===== src/verilog/adc_route_cfg.svh =====
`ifndef ADC_ROUTE_CFG_SVH
`define ADC_ROUTE_CFG_SVH

// register indices; byte address is four times the index
`define IDX_RESERVED_A 6'h14
`define IDX_LEFT_ROUTE 6'h15
`define IDX_RIGHT_ROUTE 6'h16
`define IDX_RESERVED_B 6'h17

// reset values
`define RST_RESERVED 8'h78
`define RST_LEFT_ROUTE 8'h78
`define RST_RIGHT_ROUTE 8'h78

// field positions
`define BIT_DIFF 7
`define LVL_HI 6
`define LVL_LO 3
`define BIT_POWER 2
`define SS_HI 1
`define SS_LO 0
`define LEFT_WR_MASK 8'hF8

// level codes
`define LVL_MAX 4'h8
`define LVL_OFF 4'hF

// soft-step codes
`define SS_CODE_ONE 2'h0
`define SS_CODE_TWO 2'h1

// bus data
`define DATA_W 32
`define REG_W 8
`define ADDR_W 8

`endif


===== src/verilog/adc_route_pkg.sv =====
package adc_route_pkg;

   typedef enum logic [1:0] {
      SS_EVERY_SAMPLE,
      SS_EVERY_TWO,
      SS_DISABLED
   } softstep_t;

   typedef struct packed {
      logic diff;
      logic connect;
      logic [3:0] atten;
   } mixer_route_t;

endpackage


===== src/verilog/route_level_decode.sv =====
`timescale 1ns/100ps
`default_nettype none
`include "adc_route_cfg.svh"

module route_level_decode (
   // clock and reset
   input wire logic clock_i,
   input wire logic resetn_i,
   input wire logic ce_i,
   // register fields
   input wire logic diff_i,
   input wire logic [3:0] level_i,
   // decoded mixer routing
   output adc_route_pkg::mixer_route_t route_o
);

   adc_route_pkg::mixer_route_t route_d;
   adc_route_pkg::mixer_route_t route_q;

   always_comb begin
      route_d = route_q;
      if (ce_i) begin
         route_d.diff = diff_i;
         // reserved codes are treated as disconnected, the safe side
         route_d.connect = (level_i <= `LVL_MAX);
         route_d.atten = route_d.connect ? level_i : `LVL_OFF;
      end
   end

   always_ff @(posedge clock_i or negedge resetn_i) begin
      if (!resetn_i) begin
         route_q <= '{diff: 1'b0, connect: 1'b0, atten: `LVL_OFF};
      end else begin
         route_q <= route_d;
      end
   end

   assign route_o = route_q;

endmodule
`default_nettype wire


===== src/verilog/adc_input_route_regs.sv =====
// Notes on behaviour
// - bit 7 set pairs positive and negative pins differentially; clear is single-ended.
// - left routing bits 6..3 give attenuation 0 to -12 dB, 1.5 dB steps.
// - right routing bits 6..3 give the same attenuation coding.
// - any valid level code connects the input to that mixer.
// - level code 1111 disconnects the input; it is the reset value.
// - right routing bit 2 powers the right channel; reset is down.
// - right bits 1..0: every sample, every two samples, else disabled.
//
// The Avalon-MM register port was chosen for this implementation.
`timescale 1ns/100ps
`default_nettype none
`include "adc_route_cfg.svh"

module adc_input_route_regs (
   // clock, reset, enable
   input wire logic clock_i,
   input wire logic resetn_i,
   input wire logic ce_i,
   // avalon-mm slave
   input wire logic [`ADDR_W-1:0] address_i,
   input wire logic [3:0] byteenable_i,
   input wire logic read_i,
   input wire logic write_i,
   input wire logic [`DATA_W-1:0] writedata_i,
   output logic [`DATA_W-1:0] readdata_o,
   output logic waitrequest_o,
   // routing to the mixers
   output adc_route_pkg::mixer_route_t left_route_o,
   output adc_route_pkg::mixer_route_t right_route_o,
   output logic right_power_o,
   output adc_route_pkg::softstep_t right_softstep_o,
   output logic diff_mismatch_o
);

   logic [`REG_W-1:0] left_q, left_d;
   logic [`REG_W-1:0] right_q, right_d;
   logic [`REG_W-1:0] rsvd_b_q, rsvd_b_d;
   logic wait_q, wait_d;
   logic [`DATA_W-1:0] rdata_q, rdata_d;
   adc_route_pkg::softstep_t ss_q, ss_d;
   logic mismatch_q, mismatch_d;
   logic req;
   logic commit;
   logic lane0;

   function automatic logic hit(input logic [`ADDR_W-1:0] addr, input logic [5:0] idx);
      hit = (addr == {idx, 2'b00});
   endfunction

   function automatic adc_route_pkg::softstep_t ss_decode(input logic [1:0] code);
      unique case (code)
         `SS_CODE_ONE: ss_decode = adc_route_pkg::SS_EVERY_SAMPLE;
         `SS_CODE_TWO: ss_decode = adc_route_pkg::SS_EVERY_TWO;
         default: ss_decode = adc_route_pkg::SS_DISABLED;
      endcase
   endfunction

   assign req = read_i | write_i;
   // request completes on the edge where waitrequest is seen low
   assign commit = req & ~wait_q;
   assign lane0 = byteenable_i[0];

   // bus handshake and read data
   always_comb begin
      wait_d = wait_q;
      rdata_d = rdata_q;
      if (ce_i) begin
         // one idle cycle per access gives the read mux a full register stage
         wait_d = ~(req & wait_q);
         if (read_i & wait_q) begin
            rdata_d = '0;
            if (hit(address_i, `IDX_RESERVED_A)) begin
               rdata_d[`REG_W-1:0] = `RST_RESERVED;
            end else if (hit(address_i, `IDX_LEFT_ROUTE)) begin
               rdata_d[`REG_W-1:0] = left_q & `LEFT_WR_MASK;
            end else if (hit(address_i, `IDX_RIGHT_ROUTE)) begin
               rdata_d[`REG_W-1:0] = right_q;
            end else if (hit(address_i, `IDX_RESERVED_B)) begin
               rdata_d[`REG_W-1:0] = rsvd_b_q;
            end
         end
      end
   end

   always_ff @(posedge clock_i or negedge resetn_i) begin
      if (!resetn_i) begin
         wait_q <= 1'b1;
         rdata_q <= '0;
      end else begin
         wait_q <= wait_d;
         rdata_q <= rdata_d;
      end
   end

   // register storage
   always_comb begin
      left_d = left_q;
      right_d = right_q;
      rsvd_b_d = rsvd_b_q;
      if (ce_i & commit & write_i & lane0) begin
         if (hit(address_i, `IDX_LEFT_ROUTE)) begin
            left_d = writedata_i[`REG_W-1:0] & `LEFT_WR_MASK;
         end
         if (hit(address_i, `IDX_RIGHT_ROUTE)) begin
            right_d = writedata_i[`REG_W-1:0];
         end
         // read/write per the map, even though software should leave it
         if (hit(address_i, `IDX_RESERVED_B)) begin
            rsvd_b_d = writedata_i[`REG_W-1:0];
         end
      end
   end

   always_ff @(posedge clock_i or negedge resetn_i) begin
      if (!resetn_i) begin
         left_q <= `RST_LEFT_ROUTE;
         right_q <= `RST_RIGHT_ROUTE;
         rsvd_b_q <= `RST_RESERVED;
      end else begin
         left_q <= left_d;
         right_q <= right_d;
         rsvd_b_q <= rsvd_b_d;
      end
   end

   // soft-step decode and mismatch flag
   always_comb begin
      ss_d = ss_q;
      mismatch_d = mismatch_q;
      if (ce_i) begin
         ss_d = ss_decode(right_q[`SS_HI:`SS_LO]);
         // observes software keeping both paths in the same pin mode
         mismatch_d = left_route_o.connect & right_route_o.connect &
                      (left_route_o.diff != right_route_o.diff);
      end
   end

   always_ff @(posedge clock_i or negedge resetn_i) begin
      if (!resetn_i) begin
         ss_q <= adc_route_pkg::SS_EVERY_SAMPLE;
         mismatch_q <= 1'b0;
      end else begin
         ss_q <= ss_d;
         mismatch_q <= mismatch_d;
      end
   end

   route_level_decode u_left (
      .clock_i(clock_i),
      .resetn_i(resetn_i),
      .ce_i(ce_i),
      .diff_i(left_q[`BIT_DIFF]),
      .level_i(left_q[`LVL_HI:`LVL_LO]),
      .route_o(left_route_o)
   );

   route_level_decode u_right (
      .clock_i(clock_i),
      .resetn_i(resetn_i),
      .ce_i(ce_i),
      .diff_i(right_q[`BIT_DIFF]),
      .level_i(right_q[`LVL_HI:`LVL_LO]),
      .route_o(right_route_o)
   );

   assign readdata_o = rdata_q;
   assign waitrequest_o = wait_q;
   assign right_power_o = right_q[`BIT_POWER];
   assign right_softstep_o = ss_q;
   assign diff_mismatch_o = mismatch_q;

endmodule
`default_nettype wire


===== config.mk =====
export PLATFORM = sky130hd
export DESIGN_NAME = adc_input_route_regs
export DESIGN_NICKNAME = d
export VERILOG_FILES = /design/src/verilog/adc_route_pkg.sv /design/src/verilog/route_level_decode.sv /design/src/verilog/adc_input_route_regs.sv
export VERILOG_INCLUDE_DIRS = /design/src /design/src/verilog
export SDC_FILE = /design/constraint.sdc
export NUM_CORES = 1
export LEC_CHECK = 0
export BUFFER_PORTS_ARGS = -buffer_cell sky130_fd_sc_hd__buf_2
export CORE_MARGIN = 2
export CORE_UTILIZATION = 43
export CTS_CLUSTER_SIZE = 16
export DETAILED_ROUTE_END_ITERATION = 12
export PLACE_DENSITY_LB_ADDON = 0.15
export SETUP_SLACK_MARGIN = 0.5
export SLEW_MARGIN = 5
export SYNTH_ARGS = -nofsm -noshare
export SYNTH_HDL_FRONTEND = slang
export SYNTH_HIERARCHICAL = 1
export SYNTH_SLANG_ARGS = --single-unit

===== constraint.sdc =====
create_clock -name clock_i -period 1.6 [get_ports clock_i]
set_clock_uncertainty 0.05 [all_clocks]
set_input_delay 0.08 -clock clock_i [delete_from_list [all_inputs] [get_ports clock_i]]
set_output_delay 0.08 -clock clock_i [all_outputs]
set_load 0.02 [all_outputs]

Yosys cells after proc, flatten, opt, wreduce, memory -nomap -nowiden
Index checks and enable logic that the tools add are counted.
{ "op_classes": {"n_eq_ne": 6, "muxes": 7, "magnitude_cmp": 2, "n_bitwise": 11, "n_reduce_logical": 5} }
{ "op_table": {"columns": ["cell", "n"], "rows": [
  ["$eq 8x7->1 const B", 4],
  ["$mux 8", 4],
  ["$and 1x1->1", 8],
  ["$le 4x4->1 const B", 2],
  ["$mux 4", 2],
  ["$reduce_and 2->1", 4],
  ["$pmux 2 s2", 1],
  ["$eq 2x1->1 const B", 1],
  ["$logic_not 2->1", 1],
  ["$not 1->1", 2],
  ["$ne 1x1->1", 1],
  ["$or 1x1->1", 1]
]} }
{ "totals": {"in_bits": 49, "regBits": 45, "output_inout_bits": 49, "wordCells": 44} }

Depth between registers and ports, before layout
{ "logic_depth": {"ltp_word": 6, "depth_mapped": 5, "ltp_nobuf": 3} }

Cells and area by module
The synthesis kept the hierarchy.
{ "by_module_without_submodules": {"columns": ["module", "n_inst", "cells_per_inst", "seq_area_each_um2", "area_per_inst_um2"], "rows": [
  ["adc_input_route_regs", 1, 137, 842.1, 1739.2],
  ["route_level_decode", 2, 22, 155.1, 272.8]
]} }

Worst setup path before layout
OpenSTA, ideal clock, no wires.
{ "synth_timing": {"path_kind": "input to register", "start": "in address_i[5]", "end": "reg rsvd_b_q[0]", "slack_ns": -0.197, "t_arrival_ns": 1.622, "path_stages": 4, "n_path_buf": 1, "setup_time_ns": 0.125, "t_required_ns": 1.425, "path_cell_list": "or4b_4 -> or4_4 -> buf_6 -> mux2_4"} }
{ "synth_via": {"elab_chain_cells": 2} }
{ "synth_rtl": {"columns": ["item", "line", "text"], "rows": [
  ["from (decl)", "adc_input_route_regs.sv:21", "input wire logic [`ADDR_W-1:0] address_i,"],
  ["$eq 8x7->1", "adc_input_route_regs.sv:48", "hit = (addr == {idx, 2'b00});"],
  ["$reduce_and 2->1 (no line)", null, null],
  ["to (signal assigned)", "adc_input_route_regs.sv:119", "rsvd_b_q <= `RST_RESERVED;"],
  ["to (signal assigned)", "adc_input_route_regs.sv:123", "rsvd_b_q <= rsvd_b_d;"],
  ["to (decl)", "adc_input_route_regs.sv:38", "logic [`REG_W-1:0] rsvd_b_q, rsvd_b_d;"]
]} }
Every way passes these cells.
A chain may end at the register's enable or synchronous reset.

Worst setup path after layout
{ "layout_timing": {"start": "reg wait_q, in the netlist waitrequest_o", "end": "reg rsvd_b_q[7]"} }
{ "layout_via": {"elab_chain_cells": 6} }
{ "layout_rtl": {"columns": ["item", "line", "text"], "rows": [
  ["from (decl)", "adc_input_route_regs.sv:39", "logic wait_q, wait_d;"],
  ["from (signal assigned)", "adc_input_route_regs.sv:91", "wait_q <= wait_d;"],
  ["$not 1->1", "adc_input_route_regs.sv:61", "assign commit = req & ~wait_q;"],
  ["$and 1x1->1", "adc_input_route_regs.sv:61", null],
  ["$and 1x1->1 (3 in a row)", "adc_input_route_regs.sv:101", "if (ce_i & commit & write_i & lane0) begin"],
  ["$reduce_and 2->1 (no line)", null, null]
]} }
Every way passes these cells.

==> impl_metrics.csv <==
group,metric,value,unit
layout,most-common-layout-cells,"37 x buf_2, 24 x conb_1, 24 x dfrtp_1",
synthesis,synth_top_family_by_area,"multiplexers",
synthesis,synth-compound-area-share,0.0734,
synthesis,synth-simple-area-share,0.0953,
grt,globalRoute.totalOverflow,0,
timing,worst_hold_slack,0.0146,ns
synthesis,synthMuxAreaShare,0.211,
timing,setup-violations-final,4,
job,drv_cap,0,
floorplanning,core.rowCount,26,
synthesis,post_synth_inst_count,181,
grt,global_route.usage.total,0.168,
critical_path,worst_path_largest_cell_delay,0.55,ns
synthesis,number_of_flops_mapped_to_enable_cells_by_yosys,0,
layout,n_antenna_cell,0,
routing,routed_wl,4650,um
clocking,clockBufferDepth,2,
clocking,cts.root.buffer_cell,"clkbuf_8",
place,place_hpwl,3350,um
routing,drt_pass1_iterations,4,
critical_path,crit_chain,"nand4b_1 -> or4_4 -> mux2_4",
grt,first_pass_grt_wire_length,7750,um
place,routabilityCongestion,0.817,
layout,nets,299,
place,io_buffers,46,
floorplanning,die_h,76.9,um
place,place_ws,-0.265,ns
clocking,cts-htree-levels,2,
routing,detailedRoute.firstIterationViolations,54,
timing,rsz_0062_raised_after_global_routing,"true",
floorplanning,core_region_area,5110,um2
clocking,clkLatencyLatePin,0.29,ns
hold_path,worst_hold_path_type,"input pin to flop",
synthesis,synth_xor_xnor_area_share,0.00383,
grt,grt_pass1_vias,1542,
synthesis,syn_area_cell,12.6,um2
grt,maximum_number_of_pins_on_one_net_before_global_route_repair,46,
routing,route.antenna.remaining_nets,0,
synthesis,yosys_warnings,6,
timing,hold_viol_final,0,
synthesis,post_synthesis_adder_cell_area_fraction,0,
synthesis,synth_seq_cells,45,
timing,finalWorstPathRequiredPeriod,1.62,ns
clocking,cts.sink_count,45,
grt,met1_usage_grt,0.218,
layout,final_layout_size_suffix_gt1_frac,0.574,
power,leakage,1.41,nW
clocking,clk_pin_slew,0.08,ns
synthesis,yosysUniqueCellTypes,33,
floorplanning,horizontal_die_dimension,76.9,um
layout,layout_commonest_cell,"buf_2",
status,status,"finished with violations",
critical_path,critPathKind,"flop to flop",
critical_path,worst_ep_required_time,1.73,ns
floorplanning,floorplan.initialDensity,0.447,
grt,antenna_violations_before_repair,0,
clocking,cts-buffers-inserted,5,
timing,final.period_utilization,1.01,
clocking,cts_tree,"yes",
timing,final_critical_path_setup_slack,-0.0161,ns
critical_path,cp.buffers_inverters,0,
synthesis,synth_area,2280,um2
routing,routed_via_density,4.64,
routing,drt_drc_violations_left,0,
critical_path,cp_top_family,"simple AND/OR/NAND/NOR gates",
timing,timing.final.max_slew_violations,0,
critical_path,crit_path_start_kind,"flop",
power,totalPowerFinal,2.21,mW
power,pwr_density_cell,748,nW/um2
status,failed_checks,"negative setup slack",
critical_path,arrival,1.74,ns
critical_path,critical_path_endpoint_category,"flop",
critical_path,worst-path-max-fanout,8,
timing,max_freq,0.619,GHz
grt,grt_use_met2,0.280,
grt,grt.met3_usage,0.0412,
power,vdd.ir_drop.worst,0.521,mV
routing,vias,1491,
synthesis,proportion_of_register_bits_with_asynchronous_set_or_reset_after_synthesis,1.00,
synthesis,ys_seq_area_frac,0.504,
critical_path,crit_path_top_delay_cell,"or4_4",
floorplanning,design.portCount,98,
grt,global_route.peak_usage_layer,"met2",
layout,areaGrowthSynthToFinish,29.4,%
routing,wl_per_cell,14.5,um
synthesis,dominantRegCellSynth,"dfrtp_1",
floorplanning,design.die.area,5910,um2
==> layout make-up <==
type / instances / area [um2]
fill: 439 / 2150
sequential: 45 / 1150
multi-input combinational: 122 / 1070
timing repair buffer: 70 / 519
clock buffer: 7 / 96.3
tap: 70 / 87.6
inverter: 6 / 22.5
clock inverter: 1 / 5.00
==> metal layers <==
metal	vias up	wire [um]
met5	-	0
met4	0	36
li1	722	-
met1	722	2070
met2	43	2340
met3	4	207
==> report_power, final <==
part,internal (mW),switching (mW),total [mW]
clock network,0.390,0.359,0.749
logic,0.123,0.172,0.295
registers,1.16,0.00934,1.17
total,1.67,0.540,2.21
==> final timing paths <==
| path | startpoint | endpoint | slack, ns | depth (start not counted) |
|---|---|---|---|---|
| worst max-delay path | waitrequest_o | rsvd_b_q[7] | -0.02 | 3 |
| worst min-delay path | writedata_i[7] | right_q[7] | 0.01 | 2 |
| max in group asynchronous | resetn_i | right_q[4] | 0.98 | 3 |
| worst min register to register | u_right/route_o[3] | u_right/route_o[3] | 0.43 | 2 |
| min in group asynchronous | resetn_i | right_softstep_o[0] | 0.24 | 3 |
| worst max register to register | waitrequest_o | rsvd_b_q[7] | -0.02 | 3 |
==> synth_stat cells, types with 3 or more instances <==
library cell / count / area (um2)
nand2b_1: 3 / 18.8
nand2_1: 8 / 30.0
inv_1: 6 / 22.5
nor2_1: 6 / 22.5
o31ai_1: 3 / 22.5
dfrtp_1: 24 / 601
dfstp_2: 21 / 552
o22ai_1: 5 / 31.3
mux2_2: 5 / 56.3
clkbuf_1: 4 / 15.0
mux2_1: 5 / 56.3
mux2_4: 18 / 270
buf_6: 3 / 33.8
o21ai_0: 12 / 60.1
buf_4: 24 / 180
mux2i_1: 10 / 100
==> cell families after synthesis <==
| kind of cell | count (synthesis) |
|---|---|
| compound gates | 27 |
| xor+xnor | 1 |
| buf+inv | 37 |
| flops | 45 |
| mux | 38 |
| other cells | 1 |
| simple gates | 32 |
==> registers in the layout, summed over array words and instances (netlist names) <==
signal	flops
waitrequest_o	1
left_q	5
right_q	8
right_softstep_o	2
rsvd_b_q	8
readdata_o	8
u_right/route_o	6
u_left/route_o	6
diff_mismatch_o	1
==> repair_timing <==
action | 4_1_cts | 5_1_grt
cloned | 1 | 0
endpoints found under the hold margin | 51 | 0
setup buffers | 3 | 3
pin swaps | 6 | 4
gates resized for setup | 37 | 15
hold buffers | 4 | 0
setup endpoints to repair | 38 | 39
==> per-stage QoR <==
step | instance area (um2) | setup TNS [ns] | instances | utilization
2_1_floorplan | 2390 | -2.51 | 204 | -
3_3_place_gp | 2570 | -4.33 | 302 | 0.504
3_5_place_dp | 2570 | -4.56 | 302 | 0.504
4_1_cts | 2880 | -0.0887 | 318 | 0.563
5_1_grt | 2960 | -0.500 | 321 | 0.579
6_report | 2960 | -0.0356 | 321 | 0.579
Note: power is estimated with default switching activity, not from simulation.
